[config.mk]
export PLATFORM = sky130hd
export DESIGN_NAME = atx_tx_irq
export DESIGN_NICKNAME = d
export VERILOG_FILES = /design/src/hdl/atx_tx_irq.v
export VERILOG_INCLUDE_DIRS = /design/src /design/src/hdl
export SDC_FILE = /design/constraint.sdc
export NUM_CORES = 2
export LEC_CHECK = 0
export BUFFER_PORTS_ARGS = -buffer_cell sky130_fd_sc_hd__buf_2
export CORE_ASPECT_RATIO = 0.8
export CORE_MARGIN = 1.5
export CORE_UTILIZATION = 45
export CTS_BUF_LIST = sky130_fd_sc_hd__clkbuf_16
export CTS_CLUSTER_DIAMETER = 200
export CTS_CLUSTER_SIZE = 30
export DETAILED_ROUTE_END_ITERATION = 8
export GPL_ROUTABILITY_DRIVEN = 0
export PLACE_DENSITY = 0.68
export REMOVE_ABC_BUFFERS = 1
export SLEW_MARGIN = 20
export SYNTH_ARGS = -nofsm -noshare
export SYNTH_HDL_FRONTEND = slang
export SYNTH_SLANG_ARGS = --single-unit
[constraint.sdc]
create_clock -name clock_i -period 5.14 [get_ports clock_i]
set_clock_uncertainty 0.05 [all_clocks]
set_input_delay 0.257 -clock clock_i [delete_from_list [all_inputs] [get_ports clock_i]]
set_output_delay 0.257 -clock clock_i [all_outputs]
set_load 0.01 [all_outputs]
[src/hdl/atx_defs.vh]
// register map, field positions, reset values and timing for the transmit and interrupt block
`ifndef ATX_DEFS_VH
`define ATX_DEFS_VH

// register word addresses on the 11-bit host address
`define ATX_A_CTRL1   11'h000
`define ATX_A_CTRL2   11'h001
`define ATX_A_STAT    11'h002
`define ATX_A_TX0_LO  11'h003
`define ATX_A_TX0_HI  11'h004
`define ATX_A_TX1_LO  11'h005
`define ATX_A_TX1_HI  11'h006
`define ATX_A_IMASK   11'h007
`define ATX_A_IMODE   11'h008
`define ATX_A_ISTAT1  11'h009
`define ATX_A_ISTAT2  11'h00a
`define ATX_A_ISTAT3  11'h00b
`define ATX_A_IROUTE  11'h00c
`define ATX_A_ERR     11'h00d

// address bit that selects the shared memory window
`define ATX_MEM_BIT   10

// first control register field bases (one bit per channel)
`define ATX_C1_HS     0
`define ATX_C1_WRAP   2
`define ATX_C1_NOPAR  4

// reset values
`define ATX_CTRL1_RST  6'h00
`define ATX_CTRL2_RST  2'h3
`define ATX_IMASK_RST  3'h0
`define ATX_IMODE_RST  3'h0
`define ATX_IROUTE_RST 4'h0

// bit clock cycles per serial bit
`define ATX_DIV_HS    7'h0a
`define ATX_DIV_LS    7'h50
// idle bit times between words
`define ATX_GAP_BITS  3'h4

// pulse interrupt width
`define ATX_PULSE_NS  1000
`define ATX_CLK_KHZ   20000
`define ATX_PULSE_CYC ((`ATX_PULSE_NS * `ATX_CLK_KHZ + 999999) / 1000000)

`endif

[src/hdl/atx_tx_irq.v]
// two-channel serial transmitter, interrupt controller and zero-wait read path
`timescale 1ns/1ps
`include "atx_defs.vh"
// What this block does
// - each channel picks its own rate bit
// - one bit per 10 or 80 bit clocks
// - each channel owns 32x32 word queue
// - disable holds channel; low sends queued words
// - one queue-empty status flag per channel
// - wraparound loops tx into receive pairs
// - receive one and three see inverted data
// - odd parity unless parity override set
// - 8/16-bit bus, two strobe styles
// - three routable outputs plus unmaskable error
// - error low while any error bit set
// - input error bits clear on read or removal, overflow bits on read only
// - any source to any output, zero off
// - each output level or pulse mode
// - pulse mode low for one microsecond
// - level holds until status read clears
// - mask gates pin only, status still latches
// - unmasking in level mode asserts at once
// - zero-wait active while strap not grounded
// - priming read latches word, pieces follow
// - match route 00 raises no interrupt
module atx_tx_irq #(
    parameter FIFO_AW = 5                       // log2 of queue depth
) (
    input  wire        clock_i,                 // 20 MHz system clock
    input  wire        nrst_i,                  // async reset, active low
    input  wire [10:0] host_addr_i,             // host address
    input  wire [15:0] host_wdata_i,            // host write data
    input  wire        host_wr_i,               // write strobe or rd/wr line
    input  wire        host_rd_i,               // read strobe or data strobe
    output wire [15:0] host_rdata_o,            // read data, cycle after read
    input  wire        strobe_style_i,          // strap: 1 = data strobe style
    input  wire        bus_8bit_i,              // strap: 1 = 8-bit host
    input  wire        zero_wait_i,             // strap: high = zero-wait mode
    input  wire [1:0]  arinc_clk_i,             // per-channel bit clocks
    output wire [1:0]  tx_hi_o,                 // line driver high leg
    output wire [1:0]  tx_lo_o,                 // line driver low leg
    output wire [3:0]  wrap_hi_o,               // looped data, high leg
    output wire [3:0]  wrap_lo_o,               // looped data, low leg
    input  wire        match_i,                 // match event pulse
    input  wire [1:0]  match_route_i,           // route bits of matched entry
    input  wire [3:0]  error_i,                 // external error conditions
    output wire        mem_rd_o,                // shared memory fetch strobe
    output wire [9:0]  mem_addr_o,              // shared memory word address
    input  wire [31:0] mem_data_i,              // memory word, same cycle
    output wire [2:0]  irq_n_o,                 // general outputs 1..3, low
    output wire        error_n_o                // error output, low active
);

    localparam ST_IDLE = 3'b001;                // waiting for a word
    localparam ST_SEND = 3'b010;                // shifting 32 bits
    localparam ST_GAP  = 3'b100;                // interword idle
    localparam DEPTH   = 1 << FIFO_AW;          // words per queue
    localparam integer PULSE_CYC = `ATX_PULSE_CYC; // pulse width in clocks

    // odd parity in bit 31 unless override keeps the word as written
    function [31:0] atx_par;
        input [31:0] w;
        input        np;
        begin
            atx_par = np ? w : {~^w[30:0], w[30:0]};
        end
    endfunction

    // clocks per bit for the selected rate
    function [6:0] atx_div;
        input hs;
        begin
            atx_div = hs ? `ATX_DIV_HS : `ATX_DIV_LS;
        end
    endfunction

    // pick a byte or half word out of a 32-bit word
    function [15:0] atx_piece;
        input [31:0] w;
        input [1:0]  pc;
        input        b8;
        begin
            if (b8)
                atx_piece = {8'h00, w[pc*8 +: 8]};
            else
                atx_piece = pc[0] ? w[31:16] : w[15:0];
        end
    endfunction

    // route match: a route of zero never equals an output number
    function atx_hit;
        input [1:0] r;
        input [1:0] n;
        begin
            atx_hit = (r == n);
        end
    endfunction

    integer c;                                  // channel loop index
    integer k;                                  // output loop index
    integer j; // wrap loop index
    integer m; // route loop index

    // input synchronisers: first stage feeds only the second
    reg  [8:0]  sy1_r;                          // first stage
    reg  [8:0]  sy2_r;                          // second stage
    reg  [1:0]  clk_d_r;                        // bit clocks, delayed
    reg  [3:0]  err_d_r;                        // error inputs, delayed
    wire        sty = sy2_r[0];                 // strobe style
    wire        b8  = sy2_r[1];                 // 8-bit host
    wire        zw  = sy2_r[2];                 // zero-wait mode
    wire [3:0]  esy = sy2_r[6:3];               // error levels
    wire [1:0]  csy = sy2_r[8:7];               // bit clock levels
    wire [1:0]  ce  = csy & ~clk_d_r;           // bit clock rising edges

    // pins settle through two flops, edges read the second stage
    always @(posedge clock_i or negedge nrst_i) begin
        if (!nrst_i) begin
            sy1_r   <= 9'h000;
            sy2_r   <= 9'h000;
            clk_d_r <= 2'h0;
            err_d_r <= 4'h0;
        end else begin
            sy1_r   <= {arinc_clk_i, error_i, zero_wait_i, bus_8bit_i, strobe_style_i};
            sy2_r   <= sy1_r;
            clk_d_r <= csy;
            err_d_r <= esy;
        end
    end

    // strobe style decode: style 1 uses data strobe plus read line
    wire rd_en = sty ? (host_rd_i & host_wr_i) : host_rd_i;
    wire wr_en = sty ? (host_rd_i & ~host_wr_i) : host_wr_i;
    wire [10:0] a = host_addr_i;                // short alias

    // software state
    reg  [5:0]  ctrl1_r;                        // rate, wrap, parity bits
    reg  [1:0]  ctrl2_r;                        // per-channel disable
    reg  [2:0]  imask_r;                        // output masks
    reg  [2:0]  imode_r;                        // 1 = pulse mode
    reg  [3:0]  iroute_r;                       // empty-event routes
    reg  [15:0] lo0_r;                          // staged low half, ch 0
    reg  [15:0] lo1_r;                          // staged low half, ch 1
    reg  [15:0] rdata_r;                        // read data register
    reg  [31:0] zlat_r;                         // zero-wait holding latch
    reg         primed_r;                       // latch holds a fetched word

    // queues: one array, channel in the top index bit
    reg  [31:0] tx_mem [0:2*DEPTH-1];
    reg  [FIFO_AW:0] wp [0:1];                  // write pointers
    reg  [FIFO_AW:0] rp [0:1];                  // read pointers
    wire [1:0]  empty;                          // queue empty
    wire [1:0]  full;                           // queue full
    assign empty[0] = (wp[0] == rp[0]);
    assign empty[1] = (wp[1] == rp[1]);
    assign full[0]  = (wp[0] == {~rp[0][FIFO_AW], rp[0][FIFO_AW-1:0]});
    assign full[1]  = (wp[1] == {~rp[1][FIFO_AW], rp[1][FIFO_AW-1:0]});

    // push on the high half write; a push into a full queue is dropped
    wire [1:0] push;                            // accepted pushes
    wire [1:0] ovf;                             // refused pushes
    assign push[0] = wr_en & (a == `ATX_A_TX0_HI) & ~full[0];
    assign push[1] = wr_en & (a == `ATX_A_TX1_HI) & ~full[1];
    assign ovf[0]  = wr_en & (a == `ATX_A_TX0_HI) & full[0];
    assign ovf[1]  = wr_en & (a == `ATX_A_TX1_HI) & full[1];

    // memory window decode and piece selection
    wire        mem_sel = a[`ATX_MEM_BIT];      // shared memory access
    wire [1:0]  pc   = b8 ? a[1:0] : {1'b0, a[0]};
    wire        last = b8 ? (pc == 2'h3) : (pc == 2'h1);    // final piece
    wire        prime = zw & (pc == 2'h0) & ~primed_r;
    assign mem_rd_o   = rd_en & mem_sel & (~zw | prime);
    assign mem_addr_o = b8 ? {2'h0, a[9:2]} : {1'b0, a[9:1]};

    // clear-on-read strobes
    wire [2:0] ist_clr;                         // status read per output
    assign ist_clr[0] = rd_en & (a == `ATX_A_ISTAT1);
    assign ist_clr[1] = rd_en & (a == `ATX_A_ISTAT2);
    assign ist_clr[2] = rd_en & (a == `ATX_A_ISTAT3);
    wire err_clr = rd_en & (a == `ATX_A_ERR);   // error status read

    reg  [2:0] st [0:1];                        // serializer state
    wire [1:0] busy;                            // word or gap in progress
    assign busy[0] = (st[0] != ST_IDLE);
    assign busy[1] = (st[1] != ST_IDLE);
    reg  [8:0] istat_r;                         // 3 bits per output
    reg  [5:0] err_r;                           // error status bits

    // queue writes; the array has no reset, so keep it apart
    always @(posedge clock_i) begin
        if (push[0])
            tx_mem[{1'b0, wp[0][FIFO_AW-1:0]}] <= {host_wdata_i, lo0_r};
        if (push[1])
            tx_mem[{1'b1, wp[1][FIFO_AW-1:0]}] <= {host_wdata_i, lo1_r};
    end

    // host writes, read mux and zero-wait latch
    always @(posedge clock_i or negedge nrst_i) begin
        if (!nrst_i) begin
            ctrl1_r  <= `ATX_CTRL1_RST;
            ctrl2_r  <= `ATX_CTRL2_RST;
            imask_r  <= `ATX_IMASK_RST;
            imode_r  <= `ATX_IMODE_RST;
            iroute_r <= `ATX_IROUTE_RST;
            lo0_r    <= 16'h0000;
            lo1_r    <= 16'h0000;
            rdata_r  <= 16'h0000;
            zlat_r   <= 32'h0000_0000;
            primed_r <= 1'b0;
            wp[0]    <= {(FIFO_AW+1){1'b0}};
            wp[1]    <= {(FIFO_AW+1){1'b0}};
        end else begin
            if (push[0])
                wp[0] <= wp[0] + 1'b1;
            if (push[1])
                wp[1] <= wp[1] + 1'b1;
            if (wr_en) begin
                if (a == `ATX_A_CTRL1) begin
                    ctrl1_r <= host_wdata_i[5:0];
                end else if (a == `ATX_A_CTRL2) begin
                    ctrl2_r <= host_wdata_i[1:0];
                end else if (a == `ATX_A_TX0_LO) begin
                    lo0_r <= host_wdata_i;
                end else if (a == `ATX_A_TX1_LO) begin
                    lo1_r <= host_wdata_i;
                end else if (a == `ATX_A_IMASK) begin
                    imask_r <= host_wdata_i[2:0];
                end else if (a == `ATX_A_IMODE) begin
                    imode_r <= host_wdata_i[2:0];
                end else if (a == `ATX_A_IROUTE) begin
                    iroute_r <= host_wdata_i[3:0];
                end
            end
            // unmapped reads and idle cycles return zero
            rdata_r <= 16'h0000;
            if (rd_en) begin
                if (mem_sel && !zw) begin
                    // direct path: word fetched and sliced in one go
                    rdata_r <= atx_piece(mem_data_i, pc, b8);
                end else if (mem_sel && prime) begin
                    // priming read: data only latched, host sees zero
                    zlat_r   <= mem_data_i;
                    primed_r <= 1'b1;
                end else if (mem_sel) begin
                    rdata_r <= atx_piece(zlat_r, pc, b8);
                    if (last)
                        primed_r <= 1'b0;
                end else if (a == `ATX_A_CTRL1) begin
                    rdata_r <= {10'h000, ctrl1_r};
                end else if (a == `ATX_A_CTRL2) begin
                    rdata_r <= {14'h0000, ctrl2_r};
                end else if (a == `ATX_A_STAT) begin
                    rdata_r <= {10'h000, busy, full, empty};
                end else if (a == `ATX_A_IMASK) begin
                    rdata_r <= {13'h0000, imask_r};
                end else if (a == `ATX_A_IMODE) begin
                    rdata_r <= {13'h0000, imode_r};
                end else if (a == `ATX_A_ISTAT1) begin
                    rdata_r <= {13'h0000, istat_r[2:0]};
                end else if (a == `ATX_A_ISTAT2) begin
                    rdata_r <= {13'h0000, istat_r[5:3]};
                end else if (a == `ATX_A_ISTAT3) begin
                    rdata_r <= {13'h0000, istat_r[8:6]};
                end else if (a == `ATX_A_IROUTE) begin
                    rdata_r <= {12'h000, iroute_r};
                end else if (a == `ATX_A_ERR) begin
                    rdata_r <= {10'h000, err_r};
                end
            end
            // leaving zero-wait mode forgets a half-read word
            if (!zw)
                primed_r <= 1'b0;
        end
    end
    assign host_rdata_o = rdata_r;

    // serializer state per channel
    reg  [6:0]  tick [0:1];                     // bit clocks into the bit
    reg  [4:0]  bitn [0:1];                     // bit being sent
    reg  [2:0]  gap  [0:1];                     // idle bits sent
    reg  [31:0] shr  [0:1];                     // shifting word
    reg  [1:0]  hi_r;                           // high leg
    reg  [1:0]  lo_r;                           // low leg
    wire [31:0] head [0:1];                     // queue head, parity fixed
    assign head[0] = atx_par(tx_mem[{1'b0, rp[0][FIFO_AW-1:0]}],
                             ctrl1_r[`ATX_C1_NOPAR]);
    assign head[1] = atx_par(tx_mem[{1'b1, rp[1][FIFO_AW-1:0]}],
                             ctrl1_r[`ATX_C1_NOPAR+1]);

    // return-to-zero serializer, low bit first; rate is read live,
    // so a rate change mid-word bends that word's timing
    always @(posedge clock_i or negedge nrst_i) begin
        if (!nrst_i) begin
            for (c = 0; c < 2; c = c + 1) begin
                st[c]   <= ST_IDLE;
                tick[c] <= 7'h00;
                bitn[c] <= 5'h00;
                gap[c]  <= 3'h0;
                shr[c]  <= 32'h0000_0000;
                rp[c]   <= {(FIFO_AW+1){1'b0}};
            end
            hi_r <= 2'h0;
            lo_r <= 2'h0;
        end else begin
            for (c = 0; c < 2; c = c + 1) begin
                if (ce[c]) begin
                    case (st[c])
                        ST_IDLE: begin
                            // disable only gates the start of a word
                            if (!ctrl2_r[c] && !empty[c]) begin
                                shr[c]  <= head[c];
                                hi_r[c] <= head[c][0];
                                lo_r[c] <= ~head[c][0];
                                rp[c]   <= rp[c] + 1'b1;
                                tick[c] <= 7'h00;
                                bitn[c] <= 5'h00;
                                st[c]   <= ST_SEND;
                            end
                        end
                        ST_SEND: begin
                            if (tick[c] == atx_div(ctrl1_r[c]) - 7'h01) begin
                                tick[c] <= 7'h00;
                                if (bitn[c] == 5'h1f) begin
                                    st[c]   <= ST_GAP;
                                    gap[c]  <= 3'h0;
                                    hi_r[c] <= 1'b0;
                                    lo_r[c] <= 1'b0;
                                end else begin
                                    bitn[c] <= bitn[c] + 5'h01;
                                    shr[c]  <= shr[c] >> 1;
                                    hi_r[c] <= shr[c][1];
                                    lo_r[c] <= ~shr[c][1];
                                end
                            end else begin
                                tick[c] <= tick[c] + 7'h01;
                                // second half of each bit is null
                                if (tick[c] == (atx_div(ctrl1_r[c]) >> 1) - 7'h01) begin
                                    hi_r[c] <= 1'b0;
                                    lo_r[c] <= 1'b0;
                                end
                            end
                        end
                        ST_GAP: begin
                            if (tick[c] == atx_div(ctrl1_r[c]) - 7'h01) begin
                                tick[c] <= 7'h00;
                                if (gap[c] == `ATX_GAP_BITS - 3'h1)
                                    st[c] <= ST_IDLE;
                                else
                                    gap[c] <= gap[c] + 3'h1;
                            end else begin
                                tick[c] <= tick[c] + 7'h01;
                            end
                        end
                        default: st[c] <= ST_IDLE;
                    endcase
                end
            end
        end
    end
    assign tx_hi_o = hi_r;
    assign tx_lo_o = lo_r;

    // wraparound copies; swapping legs inverts the odd receivers
    reg [3:0] wh_r;                             // looped high legs
    reg [3:0] wl_r;                             // looped low legs
    always @(posedge clock_i or negedge nrst_i) begin
        if (!nrst_i) begin
            wh_r <= 4'h0;
            wl_r <= 4'h0;
        end else begin
            for (j = 0; j < 2; j = j + 1) begin
                wh_r[2*j]   <= ctrl1_r[`ATX_C1_WRAP+j] & hi_r[j];
                wl_r[2*j]   <= ctrl1_r[`ATX_C1_WRAP+j] & lo_r[j];
                wh_r[2*j+1] <= ctrl1_r[`ATX_C1_WRAP+j] & lo_r[j];
                wl_r[2*j+1] <= ctrl1_r[`ATX_C1_WRAP+j] & hi_r[j];
            end
        end
    end
    assign wrap_hi_o = wh_r;
    assign wrap_lo_o = wl_r;

    // interrupt sources: match, queue 0 empties, queue 1 empties
    reg  [1:0] empty_d_r;                       // empty, delayed
    wire [1:0] drain = empty & ~empty_d_r;      // queue just went empty
    reg  [8:0] ev;                              // events per output

    // route every source to its output; route zero reaches none
    always @* begin
        ev = 9'h000;
        for (m = 0; m < 3; m = m + 1) begin
            ev[3*m]   = match_i & atx_hit(match_route_i, m[1:0] + 2'h1);
            ev[3*m+1] = drain[0] & atx_hit(iroute_r[1:0], m[1:0] + 2'h1);
            ev[3*m+2] = drain[1] & atx_hit(iroute_r[3:2], m[1:0] + 2'h1);
        end
    end

    reg [4:0] pcnt [0:2];                       // pulse countdown
    reg [2:0] irq_n_r;                          // output flops

    // status latches regardless of mask; a new event beats the read clear
    always @(posedge clock_i or negedge nrst_i) begin
        if (!nrst_i) begin
            empty_d_r <= 2'h3;
            istat_r   <= 9'h000;
            irq_n_r   <= 3'h7;
            for (k = 0; k < 3; k = k + 1)
                pcnt[k] <= 5'h00;
        end else begin
            empty_d_r <= empty;
            istat_r <= (istat_r & ~{{3{ist_clr[2]}}, {3{ist_clr[1]}}, {3{ist_clr[0]}}})
                     | ev;
            for (k = 0; k < 3; k = k + 1) begin
                // each unmasked event restarts the pulse
                if (imode_r[k] && (|ev[3*k +: 3]) && !imask_r[k])
                    pcnt[k] <= PULSE_CYC[4:0];
                else if (pcnt[k] != 5'h00)
                    pcnt[k] <= pcnt[k] - 5'h01;
                if (imode_r[k])
                    irq_n_r[k] <= (pcnt[k] == 5'h00);
                else
                    irq_n_r[k] <= ~((|istat_r[3*k +: 3]) & ~imask_r[k]);
            end
        end
    end
    assign irq_n_o = irq_n_r;

    // error bits: inputs set on a rising condition, cleared by read or removal; overflow bits set on a refused push, cleared by read
    wire [5:0] err_nxt;                         // next error status
    assign err_nxt[3:0] = (err_r[3:0] & ~{4{err_clr}} & esy) | (esy & ~err_d_r);
    assign err_nxt[5:4] = (err_r[5:4] & ~{2{err_clr}}) | ovf;
    reg err_n_r;                                // error pin flop

    // error output has no mask at all
    always @(posedge clock_i or negedge nrst_i) begin
        if (!nrst_i) begin
            err_r   <= 6'h00;
            err_n_r <= 1'b1;
        end else begin
            err_r   <= err_nxt;
            err_n_r <= ~(|err_nxt);
        end
    end
    assign error_n_o = err_n_r;

endmodule // atx_tx_irq

==> report_table.html <==
<table>
<tr><th>Metric</th><th>Value</th></tr>
<tr><th colspan="2">Timing</th></tr>
<tr><td>Hold WS</td><td>0.0187 ns</td></tr>
<tr><td>Number of max-slew violations in the final report</td><td>0</td></tr>
<tr><td>Final-report hold violation count</td><td>0</td></tr>
<tr><td>Post-route setup TNS</td><td>0 ns</td></tr>
<tr><td>Post-route clock period utilization</td><td>85.6%</td></tr>
<tr><td>Setup repair after global routing missed its margin</td><td>false</td></tr>
<tr><td>Clock period minus worst slack</td><td>between 4 and 5 ns</td></tr>
<tr><td>Worst relative slew slack</td><td>33.0%</td></tr>
<tr><td>Highest clock rate</td><td>approximately 230 MHz</td></tr>
<tr><td>Number of endpoints failing setup at the final stage</td><td>0</td></tr>
<tr><td>Worst Tran Pin Value</td><td>1.00 ns</td></tr>
<tr><th colspan="2">Detailed routing</th></tr>
<tr><td>Remaining number of nets flagged by the antenna check after routing</td><td>0</td></tr>
<tr><td>Per-cell routed wire length</td><td>27.9 um</td></tr>
<tr><td>Total via count in the routed design</td><td>48,300</td></tr>
<tr><td>Overall routed net length</td><td>222,000 um</td></tr>
<tr><td>Total iterations of the first detailed-routing run</td><td>5</td></tr>
<tr><td>Routed via count divided by cell count</td><td>6.07</td></tr>
<tr><td>Number of violations reported at the end of detailed-routing iteration 0</td><td>5,765</td></tr>
<tr><td>Drt drc</td><td>0</td></tr>
<tr><th colspan="2">GRT</th></tr>
<tr><td>Number of global-route vias before repair</td><td>47,100</td></tr>
<tr><td>Grt met3 use</td><td>about 3.3%</td></tr>
<tr><td>Met2 Use GR</td><td>a little under a third</td></tr>
<tr><td>Largest net degree at the start of global routing</td><td>141</td></tr>
<tr><td>First-pass GRT wire length</td><td>324,000 um</td></tr>
<tr><td>Met1 usage</td><td>approximately a third</td></tr>
<tr><td>Antenna violations before repair</td><td>1</td></tr>
<tr><td>Global route total overflow</td><td>0</td></tr>
<tr><td>Most used routing layer in global routing</td><td>met1</td></tr>
<tr><td>GR Util All Layers</td><td>21.0%</td></tr>
<tr><th colspan="2">Clocking</th></tr>
<tr><td>Clock slew at reported path FFs</td><td>0.12 ns</td></tr>
<tr><td>Clock network latency to the later pin of the worst-skew pair</td><td>0.78 ns</td></tr>
<tr><td>Sinks on the clock net</td><td>2,337</td></tr>
<tr><td>H-tree depth reported by CTS</td><td>3</td></tr>
<tr><td>Resized cells post-CTS</td><td>0</td></tr>
<tr><td>Bufs on Longest Clock Path</td><td>3</td></tr>
<tr><td>Post-CTS setup-driven buffer insertion count</td><td>0</td></tr>
<tr><td>Clock tree from TritonCTS</td><td>yes</td></tr>
<tr><td>Root buffer selected by CTS</td><td>clkbuf_16</td></tr>
<tr><td>Number of buffers inserted during clock tree synthesis</td><td>87</td></tr>
<tr><th colspan="2">Synth</th></tr>
<tr><td>Synthesized area per cell</td><td>approximately 19 sq um</td></tr>
<tr><td>Library cells used by synthesis</td><td>between 70 and 80</td></tr>
<tr><td>Count of mapped cells out of synthesis</td><td>4,973</td></tr>
<tr><td>Number of synthesized flops with an enable pin</td><td>around 2,000</td></tr>
<tr><td>Register bit total from synthesis</td><td>2,337</td></tr>
<tr><td>Most area-consuming cells after synthesis</td><td>edfxtp_1 66%, mux4_2 9.0%, dfrtp_1 7.5%, mux2i_1 4.1%, nand2_1 1.2%</td></tr>
<tr><td>Async set-reset flop share out of synthesis</td><td>12.4%</td></tr>
<tr><td>Count of warnings emitted by yosys</td><td>0</td></tr>
<tr><td>Share of the synthesized area in the top cell type</td><td>66.4%</td></tr>
<tr><td>Library cell occupying the most area in the post-synthesis netlist</td><td>edfxtp_1</td></tr>
<tr><td>Portion of the post-synthesis area used by sequential elements</td><td>74.2%</td></tr>
<tr><td>Cell area after synthesis</td><td>0.0927 sq mm</td></tr>
<tr><td>Predominant post-synthesis flop cell</td><td>edfxtp_1</td></tr>
<tr><th colspan="2">Finish</th></tr>
<tr><td>Fraction of layout instances using a drive strength above 1</td><td>between 10% and 20%</td></tr>
<tr><td>Layout net count</td><td>~5,300</td></tr>
<tr><td>Fill cells</td><td>between 15,000 and 20,000</td></tr>
<tr><td>Area growth syn-to-layout</td><td>9.03%</td></tr>
<tr><th colspan="2">Pwr</th></tr>
<tr><td>Pwr per Cell Area</td><td>about 420 mW/mm^2</td></tr>
<tr><td>Static power due to leakage</td><td>0.0359 uW</td></tr>
<tr><td>Worst vdd rail ir drop</td><td>599 uV</td></tr>
<tr><th colspan="2">Critical path</th></tr>
<tr><td>Largest stage delay on the critical path</td><td>0.97 ns</td></tr>
<tr><td>Critical path required time</td><td>5.80 ns</td></tr>
<tr><td>Highest-delay cell along the critical path</td><td>dfrtp_4</td></tr>
<tr><td>Crit-path most repeated cell</td><td>xnor2_1</td></tr>
<tr><td>Startpoint of the most critical setup path</td><td>rp[1]</td></tr>
<tr><td>Category of the critical setup timing path</td><td>flip-flop to flip-flop</td></tr>
<tr><td>Crit path max fanout</td><td>59</td></tr>
<tr><td>Element type at the critical path start</td><td>flip-flop</td></tr>
<tr><td>Critical Path, Cell by Cell</td><td>buf_12, buf_4, mux4_2, a211oi_1, a31oi_1, xor2_1, xnor2_1, xnor2_1, xnor2_1, xnor2_1, o21ai_1, o21ai_1</td></tr>
<tr><td>Type of destination of the critical path</td><td>flip-flop</td></tr>
<tr><td>Crit path DAT</td><td>between 5 and 6 ns</td></tr>
<tr><td>Crit Reg-Reg Startpoint</td><td>rp[1]</td></tr>
<tr><th colspan="2">Die</th></tr>
<tr><td>Boundary Pins</td><td>118</td></tr>
<tr><td>Die H</td><td>slightly above 400 um</td></tr>
<tr><td>DIE AREA</td><td>0.209 sq mm</td></tr>
<tr><td>Floorplan core area</td><td>0.204 sq mm</td></tr>
<tr><td>Die span in x</td><td>510 um</td></tr>
<tr><td>Placement Rows</td><td>between 100 and 150</td></tr>
<tr><td>Initial Utilization</td><td>45.4%</td></tr>
<tr><th colspan="2">Place</th></tr>
<tr><td>IO buf count</td><td>116</td></tr>
<tr><td>Placed wire-length estimate</td><td>130,000 um</td></tr>
<tr><th colspan="2">Worst hold path</th></tr>
<tr><td>Type of the most critical hold path</td><td>primary input to flip-flop</td></tr>
<tr><td>HP Start</td><td>host_wdata_i[15]</td></tr>
<tr><th colspan="2">Run</th></tr>
<tr><td>Max-cap viol count</td><td>0</td></tr>
<tr><th colspan="2">Outcome</th></tr>
<tr><td>Result of the run</td><td>finished clean</td></tr>
</table>
## report_power, final
group          total, uW  switching [uW]  internal, uW  leakage (uW)
combinational      11700            6350          5370        0.0101
clock               8800            5550          3260       0.00148
sequential         21600             650         21000        0.0243
## cell families after synthesis
group | after synthesis | synth area share (%)
AOI/OAI and AO/OA | 673 | 4.94
xor gates and xnor gates | 97 | 0.961
adders and majority gates | 20 | 0.270
buffers and inverters | 307 | 1.87
DFF | 2337 | 74.2
muxes | 855 | 14.5
other | 1 | 0.00405
and+or+nand+nor | 683 | 3.31
## placed cells by master, fill, tap and decap left out, types with 90 or more instances in the layout
cell	instances
edfxtp_1	2048
mux2i_1	381
mux4_2	371
nand2_1	278
dfrtp_1	273
buf_4	180
nor2_1	124
o21ai_0	124
buf_2	111
mux2_2	98
a21oi_1	91
inv_1	90
clkbuf_16	90
## area by class of cell
class | instances | area, sq um | area share, %
Multi-Input combinational cell | 2329 | 22800 | 22.6
Clock inverter | 67 | 313 | 0.310
Antenna cell | 1 | 2.50 | 0.00248
Sequential cell | 2337 | 68800 | 68.1
Timing Repair Buffer | 395 | 3430 | 3.40
Tap cell | 2700 | 3380 | 3.34
Inverter | 28 | 105 | 0.104
Clock buffer | 90 | 2250 | 2.23
## registers in the layout, indices dropped and copies added (netlist names), 3 cells and up
name,cells
tx_mem,2048
shr,62
zlat_r,32
host_rdata_o,16
lo0_r,16
lo1_r,16
pcnt,15
tick,14
rp,12
wp,12
bitn,10
istat_r,9
sy1_r,9
sy2_r,9
ctrl1_r,6
err_r,6
gap,6
st,6
err_d_r,4
iroute_r,4
imask_r,3
imode_r,3
irq_n_o,3
wrap_lo_o,3
## critical path: cells and delay by family (launching register included)
family                 cells  cell delay (ns)
buffers and inverters      2             0.85
flip-flops                 1             0.97
AO/OA/AOI/OAI              4             0.76
XOR/XNOR                   5             1.20
multiplexers               1             0.34
## synthesized netlist by cell type, types with 64 or more instances
cell type     n
edfxtp_1   2048
a22oi_1      85
mux4_2      371
o21ai_0     124
xnor2_1      70
mux2i_1     381
nor2_1      191
a21oi_1      91
clkbuf_1    114
nand2_1     294
o22ai_1      64
mux2_2       98
dfrtp_1     279
## metrics by stage
stage	total power (uW)	cells	area, sq um	setup WS [ns]	util [%]
2_1_floorplan	30200	4694	91000	-7.12	-
3_3_place_gp	33600	7732	97900	0.692	48.0
3_5_place_dp	33700	7732	97900	0.744	48.0
4_1_cts	42300	7943	101000	0.783	49.5
5_1_grt	43700	7946	101000	0.537	49.5
6_report	42100	7947	101000	0.742	49.5
## worst paths after layout
| path | to | slack (ns) | depth (start not counted) |
|---|---|---|---|
| hold reg to reg | sy2_r[7] | 0.32 | 0 |
| min in group asynchronous | gap[5] | 0.05 | 3 |
| hold / removal | tx_mem[0][31] | 0.02 | 1 |
| setup reg to reg | shr[31] | 0.74 | 12 |
| setup / recovery | shr[31] | 0.74 | 12 |
| max in group asynchronous | shr[8] | 4.17 | 3 |
## what timing repair did
item,CTS,global route
endpoints found under the hold margin,343,42
endpoints found under the setup margin,0,0
hold buffers,54,3
## metal layers
metal	routed length [um]	part of all wire, %
met4	2990	1.3
met3	19900	9.0
met5	0	0
met1	98300	44
met2	101000	45
Note: power is estimated with default switching activity, not from simulation.
